**src/wes_pkg.sv**
```systemverilog
`default_nettype none

package wes_pkg;

  // ----------------------------------------------------------------
  // Widths
  // ----------------------------------------------------------------
  localparam int unsigned ADDR_W  = 4;
  localparam int unsigned DATA_W  = 8;
  localparam int unsigned NUM_GRP = 3;
  localparam int unsigned SRC_W   = NUM_GRP * DATA_W;

  // ----------------------------------------------------------------
  // Register offsets inside the runtime block
  // ----------------------------------------------------------------
  localparam logic [ADDR_W-1:0] OFF_GLOB_STS = 4'h0;
  localparam logic [ADDR_W-1:0] OFF_GLOB_EN  = 4'h1;
  localparam logic [ADDR_W-1:0] OFF_STS_G1   = 4'h2;
  localparam logic [ADDR_W-1:0] OFF_STS_G2   = 4'h3;
  localparam logic [ADDR_W-1:0] OFF_STS_G3   = 4'h4;

  // ----------------------------------------------------------------
  // Field positions and reset values
  // ----------------------------------------------------------------
  localparam int unsigned         GLOB_BIT      = 0;
  localparam int unsigned         G2_INDEX      = 1;
  localparam logic [DATA_W-1:0]   STS_RESET     = 8'h00;
  localparam logic [DATA_W-1:0]   ALL_ZERO      = 8'h00;
  localparam logic [DATA_W-1:0]   ALL_ONES      = 8'hff;
  localparam logic [DATA_W-1:0]   G2_VALID_MASK = 8'h7f;
  localparam logic                BIT_RESET     = 1'b0;

  // ----------------------------------------------------------------
  // Carriers
  // ----------------------------------------------------------------
  typedef struct packed {
    logic              wr_en;
    logic              rd_en;
    logic [ADDR_W-1:0] addr;
    logic [DATA_W-1:0] wdata;
  } wes_reg_req_t;

  typedef struct packed {
    logic [7:0] g3;
    logic [4:0] g2;
    logic [1:0] ring;
    logic [7:0] g1;
  } wes_wake_src_t;

  // ----------------------------------------------------------------
  // Write-one-to-clear update, a new event wins over the clear
  // ----------------------------------------------------------------
  function automatic logic [DATA_W-1:0] w1c_next(input logic [DATA_W-1:0] cur,
                                                 input logic [DATA_W-1:0] clr,
                                                 input logic [DATA_W-1:0] evt);
    w1c_next = (cur & ~clr) | evt;
  endfunction : w1c_next

endpackage : wes_pkg

`default_nettype wire

```
**src/wes_wake_status_bank.sv**
```systemverilog
// Operation
// (RULE1) Global enable bit 0 high lets the wake output assert; low suppresses it.
// (RULE2) Global enable bits 7..1 are reserved with no function.
// (RULE3) Global enable survives main, soft and hard resets; standby reset clears it.
// (RULE4) Status bits record events regardless of per-source and global enables.
// (RULE5) A wake event sets its status bit, held until software clears it.
// (RULE6) First status register holds group-one pins 0..7 on bits 0..7.
// (RULE7) Second: ring one bit 0, ring two bit 1, group-two 0..4 bits 2..6.
// (RULE8) Third status register holds group-three pins 0..7 on bits 0..7.
// (RULE9) Status registers survive main, soft, hard resets; standby reset gives 0x00.
// (RULE10) Writing 1 to a status bit clears it.
// (RULE11) Writing 0 to a status bit leaves it unchanged.
// (RULE12) Global status sets when any status bit and its enable are both high.
// (RULE13) Writing 1 to global status clears it and stops the output; 0 does nothing.
// (RULE14) Reserved bits read back as 0.
// (RULE15) Event and clear on the same bit in one cycle leave the bit set.
`timescale 1ns/100ps
`default_nettype none

module wes_wake_status_bank
  import wes_pkg::*;
(
  // Clock and standby-rail reset
  input  wire  logic                             clk_i,
  input  wire  logic                             rst_b_i,
  // Register port
  input  wire  wes_reg_req_t                     reg_req_i,
  output logic [DATA_W-1:0]                      rd_data_o,
  // Wake sources and per-source enables
  input  wire  wes_wake_src_t                    wake_src_i,
  input  wire  logic [NUM_GRP-1:0][DATA_W-1:0]   wake_src_en_i,
  // Open-drain wake output
  output logic                                   wake_event_out_n_o,
  output logic                                   wake_event_oe_o
);

  // ----------------------------------------------------------------
  // Address decode helpers
  // ----------------------------------------------------------------
  function automatic logic sts_hit(input logic [ADDR_W-1:0] addr, input int unsigned g);
    sts_hit = (addr == (OFF_STS_G1 + ADDR_W'(g)));
  endfunction : sts_hit

  function automatic logic [DATA_W-1:0] grp_valid(input int unsigned g);
    grp_valid = (g == G2_INDEX) ? G2_VALID_MASK : ALL_ONES;
  endfunction : grp_valid

  // ----------------------------------------------------------------
  // State
  // ----------------------------------------------------------------
  logic [DATA_W-1:0] wake_sts [NUM_GRP];
  logic              glob_sts;
  logic              glob_en;
  logic              next_glob_sts;
  logic              next_glob_en;
  logic              pending;
  logic [SRC_W-1:0]  src_vec;
  logic [SRC_W-1:0]  src_meta;
  logic [SRC_W-1:0]  src_sync;
  logic [SRC_W-1:0]  src_prev;
  logic [SRC_W-1:0]  evt_vec;
  logic [DATA_W-1:0] next_rd_data;
  logic              wr_glob_sts;
  logic              wr_glob_en;

  // ----------------------------------------------------------------
  // Source mapping and synchronisation
  // ----------------------------------------------------------------
  assign src_vec = {wake_src_i.g3,                                 // see RULE8
                    1'b0,                                          // see RULE7
                    wake_src_i.g2,
                    wake_src_i.ring,
                    wake_src_i.g1};                                // see RULE6

  always_ff @(posedge clk_i or negedge rst_b_i) begin
    if (!rst_b_i) begin
      src_meta <= '0;
      src_sync <= '0;
      src_prev <= '0;
    end else begin
      src_meta <= src_vec;
      src_sync <= src_meta;
      src_prev <= src_sync;
    end
  end

  // Rising edge of a synchronised source is a wake event
  assign evt_vec = src_sync & ~src_prev;

  // ----------------------------------------------------------------
  // Per-source status, cleared by a written one or by the standby reset
  // ----------------------------------------------------------------
  always_ff @(posedge clk_i or negedge rst_b_i) begin
    if (!rst_b_i) begin
      for (int g = 0; g < NUM_GRP; g++) begin
        wake_sts[g] <= STS_RESET;                                  // see RULE9
      end
    end else begin
      for (int g = 0; g < NUM_GRP; g++) begin
        wake_sts[g] <= w1c_next(wake_sts[g],
                                (reg_req_i.wr_en && sts_hit(reg_req_i.addr, g)) ?
                                  reg_req_i.wdata : ALL_ZERO,     // see RULE10 see RULE11
                                evt_vec[g*DATA_W +: DATA_W])       // see RULE4 see RULE5 see RULE15
                       & grp_valid(g);                             // see RULE7
      end
    end
  end

  // ----------------------------------------------------------------
  // Global status and enable
  // ----------------------------------------------------------------
  assign wr_glob_sts = reg_req_i.wr_en && (reg_req_i.addr == OFF_GLOB_STS);
  assign wr_glob_en  = reg_req_i.wr_en && (reg_req_i.addr == OFF_GLOB_EN);

  always_comb begin
    pending = 1'b0;
    for (int g = 0; g < NUM_GRP; g++) begin
      pending = pending | (|(wake_sts[g] & wake_src_en_i[g] & grp_valid(g)));  // see RULE12
    end
    next_glob_sts = (glob_sts & ~(wr_glob_sts & reg_req_i.wdata[GLOB_BIT]))
                    | pending;                                     // see RULE12 see RULE13
    next_glob_en  = wr_glob_en ? reg_req_i.wdata[GLOB_BIT] : glob_en;  // see RULE2
  end

  always_ff @(posedge clk_i or negedge rst_b_i) begin
    if (!rst_b_i) begin
      glob_sts <= BIT_RESET;
      glob_en  <= BIT_RESET;                                       // see RULE3
    end else begin
      glob_sts <= next_glob_sts;
      glob_en  <= next_glob_en;
    end
  end

  // ----------------------------------------------------------------
  // Wake output, pulled low only while enabled and global status is set
  // ----------------------------------------------------------------
  assign wake_event_out_n_o = 1'b0;

  always_ff @(posedge clk_i or negedge rst_b_i) begin
    if (!rst_b_i) begin
      wake_event_oe_o <= BIT_RESET;
    end else begin
      wake_event_oe_o <= next_glob_en & next_glob_sts;             // see RULE1 see RULE13
    end
  end

  // ----------------------------------------------------------------
  // Read port, one cycle after the read strobe
  // ----------------------------------------------------------------
  always_comb begin
    next_rd_data = ALL_ZERO;
    case (reg_req_i.addr)
      OFF_GLOB_STS: next_rd_data[GLOB_BIT] = glob_sts;             // see RULE14
      OFF_GLOB_EN:  next_rd_data[GLOB_BIT] = glob_en;              // see RULE14
      OFF_STS_G1:   next_rd_data = wake_sts[0];
      OFF_STS_G2:   next_rd_data = wake_sts[1];
      OFF_STS_G3:   next_rd_data = wake_sts[2];
      default:      next_rd_data = ALL_ZERO;
    endcase
  end

  always_ff @(posedge clk_i or negedge rst_b_i) begin
    if (!rst_b_i) begin
      rd_data_o <= ALL_ZERO;
    end else if (reg_req_i.rd_en) begin
      rd_data_o <= next_rd_data;
    end
  end

  // ----------------------------------------------------------------
  // Checks
  // ----------------------------------------------------------------
  a_enable_gates_out: assert property (                           // see RULE1
    @(posedge clk_i) disable iff (!rst_b_i)
    (!next_glob_en) |=> !wake_event_oe_o
  ) else $error("wake output asserted while globally disabled");

  a_enabled_drives_out: assert property (                         // see RULE1
    @(posedge clk_i) disable iff (!rst_b_i)
    (glob_en && glob_sts && !reg_req_i.wr_en) |=> wake_event_oe_o
  ) else $error("wake output not asserted while enabled and pending");

  a_enable_reserved_zero: assert property (                       // see RULE2
    @(posedge clk_i) disable iff (!rst_b_i)
    (reg_req_i.rd_en && reg_req_i.addr == OFF_GLOB_EN) |=> (rd_data_o[DATA_W-1:1] == 7'h00)
  ) else $error("global enable reserved bits read nonzero");

  a_event_sets_bit: assert property (                             // see RULE4
    @(posedge clk_i) disable iff (!rst_b_i)
    (evt_vec[7:0] != ALL_ZERO) |=> ((wake_sts[0] & $past(evt_vec[7:0])) == $past(evt_vec[7:0]))
  ) else $error("group one event did not set its status");

  a_status_held: assert property (                                // see RULE5
    @(posedge clk_i) disable iff (!rst_b_i)
    (!reg_req_i.wr_en && wake_sts[2] != ALL_ZERO) |=>
      ((wake_sts[2] & $past(wake_sts[2])) == $past(wake_sts[2]))
  ) else $error("group three status lost without a clear");

  a_w1c_clears: assert property (                                 // see RULE10
    @(posedge clk_i) disable iff (!rst_b_i)
    (reg_req_i.wr_en && reg_req_i.addr == OFF_STS_G1 && evt_vec[7:0] == ALL_ZERO) |=>
      ((wake_sts[0] & $past(reg_req_i.wdata)) == ALL_ZERO)
  ) else $error("write one did not clear group one status");

  a_zero_write_keeps: assert property (                           // see RULE11
    @(posedge clk_i) disable iff (!rst_b_i)
    (reg_req_i.wr_en && reg_req_i.addr == OFF_STS_G3) |=>
      ((wake_sts[2] & ~$past(reg_req_i.wdata) & $past(wake_sts[2]))
        == ($past(wake_sts[2]) & ~$past(reg_req_i.wdata)))
  ) else $error("write zero changed group three status");

  a_g2_reserved_zero: assert property (                           // see RULE7
    @(posedge clk_i) disable iff (!rst_b_i)
    wake_sts[1][DATA_W-1] == 1'b0
  ) else $error("group two reserved status bit set");

  a_global_sets: assert property (                                // see RULE12
    @(posedge clk_i) disable iff (!rst_b_i)
    pending |=> glob_sts
  ) else $error("global status not set by enabled pending source");

  a_global_clears: assert property (                              // see RULE13
    @(posedge clk_i) disable iff (!rst_b_i)
    (wr_glob_sts && reg_req_i.wdata[GLOB_BIT] && !pending) |=> (!glob_sts && !wake_event_oe_o)
  ) else $error("global status clear did not release wake output");

  a_set_wins_clear: assert property (                             // see RULE15
    @(posedge clk_i) disable iff (!rst_b_i)
    (reg_req_i.wr_en && reg_req_i.addr == OFF_STS_G3 && (evt_vec[23:16] & reg_req_i.wdata) != ALL_ZERO)
      |=> ((wake_sts[2] & $past(evt_vec[23:16])) == $past(evt_vec[23:16]))
  ) else $error("event lost to a simultaneous clear");

  a_global_read_rsvd: assert property (                           // see RULE14
    @(posedge clk_i) disable iff (!rst_b_i)
    (reg_req_i.rd_en && reg_req_i.addr == OFF_GLOB_STS) |=> (rd_data_o[DATA_W-1:1] == 7'h00)
  ) else $error("global status reserved bits read nonzero");

  a_map_g1_low: assert property (                                 // see RULE6
    @(posedge clk_i) disable iff (!rst_b_i)
    $rose(wake_src_i.g1[0]) |-> ##3 wake_sts[0][0]
  ) else $error("group one pin 0 did not reach status bit 0");

  a_map_g1_high: assert property (                                // see RULE6
    @(posedge clk_i) disable iff (!rst_b_i)
    $rose(wake_src_i.g1[7]) |-> ##3 wake_sts[0][7]
  ) else $error("group one pin 7 did not reach status bit 7");

  a_map_ring_one: assert property (                               // see RULE7
    @(posedge clk_i) disable iff (!rst_b_i)
    $rose(wake_src_i.ring[0]) |-> ##3 wake_sts[1][0]
  ) else $error("ring one did not reach group two bit 0");

  a_map_ring_two: assert property (                               // see RULE7
    @(posedge clk_i) disable iff (!rst_b_i)
    $rose(wake_src_i.ring[1]) |-> ##3 wake_sts[1][1]
  ) else $error("ring two did not reach group two bit 1");

  a_map_g2_low: assert property (                                 // see RULE7
    @(posedge clk_i) disable iff (!rst_b_i)
    $rose(wake_src_i.g2[0]) |-> ##3 wake_sts[1][2]
  ) else $error("group two pin 0 did not reach status bit 2");

  a_map_g2_high: assert property (                                // see RULE7
    @(posedge clk_i) disable iff (!rst_b_i)
    $rose(wake_src_i.g2[4]) |-> ##3 wake_sts[1][6]
  ) else $error("group two pin 4 did not reach status bit 6");

  a_map_g3_low: assert property (                                 // see RULE8
    @(posedge clk_i) disable iff (!rst_b_i)
    $rose(wake_src_i.g3[0]) |-> ##3 wake_sts[2][0]
  ) else $error("group three pin 0 did not reach status bit 0");

  a_map_g3_high: assert property (                                // see RULE8
    @(posedge clk_i) disable iff (!rst_b_i)
    $rose(wake_src_i.g3[7]) |-> ##3 wake_sts[2][7]
  ) else $error("group three pin 7 did not reach status bit 7");

  a_oe_follows_state: assert property (                           // see RULE1
    @(posedge clk_i) disable iff (!rst_b_i)
    wake_event_oe_o == (glob_en && glob_sts)
  ) else $error("wake output drive differs from enable and status");

  a_enable_bit_write: assert property (                           // see RULE2
    @(posedge clk_i) disable iff (!rst_b_i)
    wr_glob_en |=> (glob_en == $past(reg_req_i.wdata[GLOB_BIT]))
  ) else $error("global enable did not take written bit 0");

  a_enable_kept: assert property (                                // see RULE3
    @(posedge clk_i) disable iff (!rst_b_i)
    !wr_glob_en |=> $stable(glob_en)
  ) else $error("global enable changed without a write");

  a_status_kept: assert property (                                // see RULE9
    @(posedge clk_i) disable iff (!rst_b_i)
    (!reg_req_i.wr_en && evt_vec[G2_INDEX*DATA_W +: DATA_W] == ALL_ZERO) |=>
      $stable(wake_sts[G2_INDEX])
  ) else $error("group two status changed with no event or write");

  a_g2_read_rsvd: assert property (                               // see RULE14
    @(posedge clk_i) disable iff (!rst_b_i)
    (reg_req_i.rd_en && reg_req_i.addr == OFF_STS_G2) |=> !rd_data_o[DATA_W-1]
  ) else $error("group two reserved bit read nonzero");

  a_unmapped_reads_zero: assert property (                        // see RULE14
    @(posedge clk_i) disable iff (!rst_b_i)
    (reg_req_i.rd_en && reg_req_i.addr > OFF_STS_G3) |=> (rd_data_o == ALL_ZERO)
  ) else $error("unmapped offset read nonzero");

  a_global_sticky: assert property (                              // see RULE13
    @(posedge clk_i) disable iff (!rst_b_i)
    (glob_sts && !(wr_glob_sts && reg_req_i.wdata[GLOB_BIT])) |=> glob_sts
  ) else $error("global status dropped without a written one");

  a_global_needs_source: assert property (                        // see RULE12
    @(posedge clk_i) disable iff (!rst_b_i)
    (!glob_sts && !pending) |=> !glob_sts
  ) else $error("global status set with no enabled pending source");

  a_read_g1_data: assert property (                               // see RULE6
    @(posedge clk_i) disable iff (!rst_b_i)
    (reg_req_i.rd_en && reg_req_i.addr == OFF_STS_G1) |=> (rd_data_o == $past(wake_sts[0]))
  ) else $error("group one read data differs from status");

endmodule : wes_wake_status_bank

`default_nettype wire
```
**config.mk**
```make
export PLATFORM = sky130hd
export DESIGN_NAME = wes_wake_status_bank
export DESIGN_NICKNAME = d
export VERILOG_FILES = /design/src/wes_pkg.sv /design/src/wes_wake_status_bank.sv
export SDC_FILE = /design/constraint.sdc
export NUM_CORES = 1
export LEC_CHECK = 0
export BUFFER_PORTS_ARGS = -buffer_cell sky130_fd_sc_hd__buf_2
export CAP_MARGIN = 10
export CORE_UTILIZATION = 53
export DETAILED_ROUTE_END_ITERATION = 7
export GPL_TIMING_DRIVEN = 0
export PLACE_DENSITY = 0.89
export REMOVE_ABC_BUFFERS = 1
export SLEW_MARGIN = 20
export SYNTH_ARGS = -nofsm -noshare
export SYNTH_HDL_FRONTEND = slang
export SYNTH_SLANG_ARGS = --single-unit
```
**constraint.sdc**
```tcl
create_clock -name clk_i -period 1.35 [get_ports clk_i]
set_clock_uncertainty 0.1 [all_clocks]
set_input_delay 0.0675 -clock clk_i [delete_from_list [all_inputs] [get_ports clk_i]]
set_output_delay 0.0675 -clock clk_i [all_outputs]
set_load 0.01 [all_outputs]
```
==> results of run 1 <==
[layout make-up]
| class | count | area share |
|---|---|---|
| clock inverters | 4 | 0.0121 |
| clock buffers | 12 | 0.0297 |
| inverters | 30 | 0.0248 |
| multi-input cells | 111 | 0.170 |
| well taps | 77 | 0.0212 |
| repair buffers | 113 | 0.174 |
| flip-flops and latches | 103 | 0.567 |
[logic make-up (layout without fill, tap and decap cells)]
| family | after synthesis | in the layout | share of synthesized area |
|---|---|---|---|
| buf+inv | 36 | 159 | 0.0431 |
| mux | 5 | 5 | 0.0151 |
| compound gates | 59 | 59 | 0.130 |
| flops | 103 | 103 | 0.739 |
| other cells | 1 | 1 | 0.00108 |
| simple gates | 46 | 46 | 0.0711 |
[through the flow]
step	area (um^2)	hold WS, ns	utilization	setup slack (ns)	setup TNS (ns)
2_1_floorplan	3450	-0.328	-	0.0462	0
3_3_place_gp	3890	0.0759	0.613	-0.828	-93.00
3_5_place_dp	3930	-0.0957	0.619	-0.480	-10.23
4_1_cts	4520	0.00213	0.712	-0.0366	-0.0403
5_1_grt	4540	0.0227	0.715	-0.120	-0.222
6_report	4540	0.00968	0.715	-0.0525	-0.0687
[critical path, stage by stage, from the launching register on]
cell and delay (ns):
sky130_fd_sc_hd__dfrtp_1 0.40, sky130_fd_sc_hd__a22o_1 0.23, sky130_fd_sc_hd__a221oi_1 0.24, sky130_fd_sc_hd__and3_1 0.22, sky130_fd_sc_hd__a31oi_1 0.10
[per-layer routing]
metal,GRT usage,share of wire,vias to the layer above
li1,-,-,1099
met1,0.306,0.38,1216
met2,0.377,0.48,147
met3,0.0716,0.089,40
met4,0.141,0.051,0
met5,0,0,-
[power by group through the flow]
| stage | Sequential, mW | Clock [mW] | Combinational (mW) |
|---|---|---|---|
| floorplan | 3.36 | 0 | 0.136 |
| global placement | 3.37 | 0 | 0.353 |
| detailed placement | 3.38 | 0 | 0.379 |
| CTS | 3.32 | 1.89 | 0.474 |
| global route | 3.34 | 2.04 | 0.528 |
| finish | 3.32 | 1.86 | 0.482 |
[sequential cells by signal (all words and copies together) (netlist names)]
name             flops
rd_data_o            8
wake_event_oe_o      1
wake_sts            23
glob_sts             1
glob_en              1
src_sync            23
src_prev            23
src_meta            23
[timing repair]
item                       4_1_cts  5_1_grt
resized for setup                3        2
setup endpoints to repair       16       12
pin swaps                        1        1
hold endpoints to repair       157        0
buffers inserted                 3        2
cloned                           0        0
hold buffers                    37        0
[path summary, 6_finish.rpt]
path / from / to / slack (ns)
min: wake_src_en_i[9] / glob_sts / 0.01
max reg2reg: wake_sts[13] / wake_event_oe_o / -0.05
max: wake_sts[13] / wake_event_oe_o / -0.05
max in group asynchronous: rst_b_i / src_prev[2] / 0.45
min reg2reg: src_meta[23] / src_sync[23] / 0.24
min in group asynchronous: rst_b_i / src_sync[14] / 0.08
[layout by cell type, fill, tap and decap left out, types with 3 or more instances in the layout]
| master | instances |
|---|---|
| sky130_fd_sc_hd__dfrtp_1 | 103 |
| sky130_fd_sc_hd__o22ai_1 | 6 |
| sky130_fd_sc_hd__buf_4 | 5 |
| sky130_fd_sc_hd__dlygate4sd3_1 | 37 |
| sky130_fd_sc_hd__nand2_1 | 26 |
| sky130_fd_sc_hd__clkbuf_1 | 3 |
| sky130_fd_sc_hd__clkbuf_8 | 9 |
| sky130_fd_sc_hd__buf_2 | 69 |
| sky130_fd_sc_hd__a21oi_1 | 7 |
| sky130_fd_sc_hd__a22oi_1 | 8 |
| sky130_fd_sc_hd__mux2i_1 | 3 |
| sky130_fd_sc_hd__a22o_1 | 30 |
| sky130_fd_sc_hd__nor2b_1 | 3 |
| sky130_fd_sc_hd__inv_1 | 30 |
==> run summary, run 1 <==
The run finished, with violations left. The checks that failed: setup timing. The run gives 5.66 mW as the overall power consumption.

The tree is rooted in a sky130_fd_sc_hd__clkbuf_8. The setup path with the least slack is of type reg -> reg. The first-pass GRT wire length is 12500 um, and the synthesis-stage register bit count is 103.

Total of endpoints with negative setup slack in the final report: 2. The tools report the startpoint kind of the worst setup timing path as a flip-flop. The logs give 1.48 ns for the worst path required time and 1.30 mW for the net switching power of the design. The gate count after technology mapping is 250.

The worst hold-check path type was in -> reg. The instance count along the most critical hold path was 4. sky130_fd_sc_hd__dfrtp_1 is the most common cell in the netlist. The initial antenna violation count was 0; the post-route fraction of the period consumed by the critical path was 1.04.

The run gives 2582 as the via count of the first global-routing pass. The via-per-instance ratio works out to 5.56. The overall routing resource usage was 0.243; the fraction of synthesized cell area taken by the top area cell type was 0.739. Area added between synthesis and finish: 30.3%. For this design the top-level I/O count stands at 73. Summing all flip-flop and latch instances after layout gives 2580 um^2. The synthesized netlist occupies a cell area of 3490 um^2. The yosys synthesis warning count was 0.

In this run, distinct cell masters in the synthesized netlist total 33. Once detail routing completed, the nets flagged for antenna violations numbered 0. The run gives 0.739 as the post-synthesis sequential area ratio. Clock-pin slew was measured on the worst setup and hold paths at 0.09 ns. Fraction of power spent switching nets: 0.230.

The starting density of the core was 0.549; the H-tree depth was 3. At the end of routability-driven placement, the weighted congestion stood at 0.900. The run gives 0 as the max-capacitance violation count. The run gives 7640 um as the post-detailed-routing wire length.

The shortest clock period the worst path allows after layout is 1.40 ns. The worst max-slew margin expressed relative to the limit is 0.576. Timing would allow up to 713 MHz. The relative contribution of sequential cells to total power was 0.587. The worst register-to-register path has a depth of 4.

The power share of the combinational group is 0.085. TritonCTS built the clock tree. STA classifies the critical path endpoint as a flip-flop. The internal power of the cells totals 4.36 mW. In this run the horizontal extent of the chip is 83.1 um. The die area was 6910 um^2; the number of buffers on the longest clock path was 2. The fraction of final layout cells sized beyond drive strength 1 was 0.268.

In the synthesized netlist, the cells that appear most often are sky130_fd_sc_hd__dfrtp_1, sky130_fd_sc_hd__a22o_1, sky130_fd_sc_hd__inv_1. The multi-input combinational cells in the finished layout cover a total of 774 um^2. For the first-pass iteration count of the detailed router, the log shows 5. The relative contribution of the clock network to total power is 0.328. After synthesis, the cell types taking the most area are sky130_fd_sc_hd__dfrtp_1, sky130_fd_sc_hd__a22o_1, sky130_fd_sc_hd__inv_1. The smallest setup slack after layout was -0.0525 ns.

In the final routed layout, each cell accounts on average for 17.0 um. Arrival time of data at the critical path endpoint: 1.53 ns. The die is 83.1 um tall. For this run, the leading register cell type out of synthesis is sky130_fd_sc_hd__dfrtp_1. In this run, synthesis inferred 0 flip-flops with an integrated enable. The layout has 403 filler cells. The overall overflow remaining after global route was 0. The run gives 0 as the number of hold violations in the final report. The region available for standard cell placement spans 6350 um^2.

Port buffering added 70 buffers. The net count of the finished layout is 431. The average size of a mapped cell was 13.9 um^2.

At the pin with the least slew margin, the transition time is 0.634 ns. The logs give 392 for the count of placed standard cells including taps and 2502 for the number of vias in the routed layout. Setup repair after global routing could not meet its margin everywhere. In this run the power density over the cells is 1250 nW/um^2. The number of remaining DRC errors came out at 0. The count of standard-cell rows is 29. The leakage component of the power was 2.19 nW; the clock sink count was 103. After the flow finishes, the layout carries non-filler instances totaling 450. Detailed placement finished with a half-perimeter wire length of 4850 um. The tools report the latest clock arrival within the worst-skew pair as 0.35 ns.

The starting DRC count in detailed routing is 308, and the final count of pins violating max slew is 0. Of all cell types, the one taking the most synthesized area is sky130_fd_sc_hd__dfrtp_1. For the number of inserted diodes, the log shows 0. The share of flip-flops with an asynchronous set or reset is 1.00.

In this run the worst path has a maximum fanout of 2. VDD sags by at most 0.000778 V. The logs give 61 for the pin count of the biggest net entering global routing and 9 for the number of CTS-inserted buffers.
No activity file was read; power rests on OpenSTA's default activity.
==> inputs of run 2 (changes only) <==
--- a/config.mk
+++ b/config.mk
@@ -7,10 +7,10 @@
 export LEC_CHECK = 0
 export BUFFER_PORTS_ARGS = -buffer_cell sky130_fd_sc_hd__buf_2
 export CAP_MARGIN = 10
-export CORE_UTILIZATION = 53
+export CORE_UTILIZATION = 40
 export DETAILED_ROUTE_END_ITERATION = 7
 export GPL_TIMING_DRIVEN = 0
-export PLACE_DENSITY = 0.89
+export PLACE_DENSITY = 0.72
 export REMOVE_ABC_BUFFERS = 1
 export SLEW_MARGIN = 20
 export SYNTH_ARGS = -nofsm -noshare
==> constraint.sdc (replaced) <==
create_clock -name clk_i -period 1.7 [get_ports clk_i]
set_clock_uncertainty 0.1 [all_clocks]
set_input_delay 0.085 -clock clk_i [delete_from_list [all_inputs] [get_ports clk_i]]
set_output_delay 0.085 -clock clk_i [all_outputs]
set_load 0.01 [all_outputs]
==> run 2 against run 1 <==
The flow now finishes without violations. Non-clock buffer count down 9. Clock power down 19%. Count of clock-buffer cells in the layout down 1. Maximum frequency down 5.8%. First-iteration DRC count down 59%. Total power down 21%. Flip-flop and latch count unchanged. Sequential share of layout area up 0.66 points. Global-route usage down 7.0 points. Sequential power down 21%. Via count down 9.5%. Critical path depth unchanged.
==> run summary, run 2 (synthesis gave the netlist of run 1 again) <==
The flow ran to the end, and the final reports show no timing, DRC or antenna violations. For the core outline area, the log shows 8340 um^2. The fraction of final layout cells sized beyond drive strength 1 is 0.253. 0 antenna diodes ended up in the layout. The total of endpoints with negative setup slack in the final report was 0. The run gives 0 as the quantity of gates resized following cts.

Entering global routing, the biggest net connects 67 pins. The post-detailed-routing wire length was 6950 um. Adding up every negative setup slack in the final design gives 0 ns. During I/O placement, the number of pins put on the boundary was 73. Walking the worst path, the cells encountered are a222oi_1 > nand3_1 > nor2_1 > nand3_1. The detail route stage leaves a number of antenna-violating nets equal to 0.

The x dimension of the die was 95.4 um; the latest clock arrival within the worst-skew pair was 0.35 ns. The analysis attributes to cell leakage a power of 2.15 nW. The post-route fraction of the period consumed by the critical path works out to 0.876.

The worst hold-check path type was in -> reg. Worst max-slew margin expressed relative to the limit: 0.507. For the worst setup path, the data required time is 1.83 ns.

Among the stages of the critical path, the cell type that occurs most often is sky130_fd_sc_hd__nand3_1. For the number of hold violations in the final report, the log shows 0. The worst setup path is captured at a flip-flop.

Data arrives at the worst endpoint at 1.62 ns. For the initial antenna violation count, the log shows 0. In the layout the commonest cells are sky130_fd_sc_hd__dfrtp_1, sky130_fd_sc_hd__buf_2, sky130_fd_sc_hd__dlygate4sd3_1. Subtracting the final worst setup slack from the clock period gives 1.49 ns.

In this run the cell area measured after placement is 3960 um^2. The run gives 0.418 as the starting density of the core. The first global-routing pass estimated 11300 um of wire. The tools report the pre-CTS setup slack as -0.119 ns. For the pin with the worst max-slew slack, the measured transition is 0.737 ns. The utilization of the core after routing is 0.538. The tools report the count of filler cells inserted in the layout as 741.

In this run the worst path has a maximum fanout of 3. Leading cell type in the layout, fill and taps excluded: sky130_fd_sc_hd__dfrtp_1. The longest individual stage delay on the worst path was 0.43 ns; the count of port buffers added during placement was 70. The worst setup path is launched from a flip-flop. Dividing the detail-routed wire length by the instance count gives 14.8 um.

The kind of cell adding the most delay to the critical path is flip-flops. Summing all non-filler instances in the final layout gives an area of 4490 um^2. The die extent in y works out to 95.4 um. In the routed design, unresolved DRC markers number 0. First-pass iteration count of the detailed router: 4. Count of standard-cell rows: 33. The run gives 2 as the number of buffers on the longest clock path. The number of buffer and inverter stages on the critical path is 0, and the final count of pins violating max slew is 0. The tools report the root cell of the clock tree as sky130_fd_sc_hd__clkbuf_8. The die covers 9090 um^2. Across all hold checks on the routed design, the worst slack comes to 0.0312 ns. The starting DRC count in detailed routing was 125; the number of nets in the final layout was 422. The standard cell with the maximum stage delay on the critical path is sky130_fd_sc_hd__dfrtp_1.

TritonCTS built the clock tree. Setup repair after global routing left no endpoint under its margin. H-tree depth: 3. The overall overflow remaining after global route is 0. The overall routing resource usage was 0.172; the area added between synthesis and finish was 28.8%. The clock sink count was 103; the via-per-instance ratio was 4.84. For the overall power consumption, the log shows 4.48 mW. For this design the ratio of total power to cell area is 999 nW/um^2.

The congestion estimate from routability-driven global placement came to 0.850. For the number of vias in the routed layout, the log shows 2264. Including well taps, the total number of placed cells is 420.

VDD sags by at most 0.000552 V. After clock tree synthesis, the clock-pin slew on the worst setup and hold paths is 0.09 ns. The worst setup path category was reg -> reg.

The tools report the number of CTS-inserted buffers as 9. The via count of the first global-routing pass is 2334, and the max-capacitance violation count is 0. Static timing analysis puts the maximum clock frequency at 672 MHz. The smallest setup slack after layout came out at 0.211 ns. Summed over all nets, the half-perimeter wirelength after detailed placement is 4890 um. The finished layout holds 468 standard cells, fillers aside.
run 2: cell types whose count changed in the layout (fill, tap and decap cells not counted):
cell	previous run	this run
sky130_fd_sc_hd__and3b_1	1	2
sky130_fd_sc_hd__and3b_2	1	0
sky130_fd_sc_hd__buf_4	5	0
sky130_fd_sc_hd__clkbuf_1	3	1
sky130_fd_sc_hd__clkbuf_8	9	10
sky130_fd_sc_hd__dlygate4sd3_1	37	33
sky130_fd_sc_hd__nor2_1	2	4
sky130_fd_sc_hd__nor2_2	2	0
sky130_fd_sc_hd__nor3b_2	0	1
sky130_fd_sc_hd__nor3b_4	2	1
sky130_fd_sc_hd__o21ai_1	0	1
sky130_fd_sc_hd__o21ai_2	1	0
run 2: layer usage:
metal  wire (um)  vias up  GRT usage
li1            -     1071          -
met1        3080     1125      0.216
met2        3450       60      0.276
met3         307        8     0.0598
met4         112        0     0.0619
met5           0        -          0
run 2: final cells by class:
cell class | instances | area [um^2] | share of cell area
multi-input cells | 111 | 758 | 0.169
repair buffers | 104 | 714 | 0.159
clock buffers | 11 | 141 | 0.0315
inverters | 30 | 113 | 0.0251
clock inverters | 4 | 55.1 | 0.0123
flip-flops and latches | 103 | 2580 | 0.574
well taps | 105 | 131 | 0.0293
run 2: path summary, 6_finish.rpt:
path,cells after the start,end,slack (ns),startpoint
min reg2reg,0,src_sync[20],0.25,src_meta[20]
min in group asynchronous,2,src_prev[0],0.09,rst_b_i
min,5,glob_sts,0.03,wake_src_en_i[22]
max,4,glob_sts,0.21,wake_sts[16]
max in group asynchronous,3,src_sync[13],0.79,rst_b_i
max reg2reg,4,glob_sts,0.21,wake_sts[16]
run 2: worst register-to-register path, delay by kind of cell, from the launching register on:
kind	cells	cell delay, ns
DFF	1	0.43
AOI/OAI and AO/OA	1	0.43
and+or+nand+nor	3	0.41
run 2: where the power goes:
part / total [mW] / internal, mW / switching (mW)
clock: 1.50 / 0.722 / 0.776
sequential: 2.63 / 2.57 / 0.0614
combinational: 0.354 / 0.186 / 0.168
total: 4.48 / 3.48 / 1.01
run 2: what timing repair did:
| item | in CTS | in global routing |
|---|---|---|
| hold endpoints to repair | 156 | 0 |
| setup buffers | 0 | 0 |
| hold buffers | 33 | 0 |
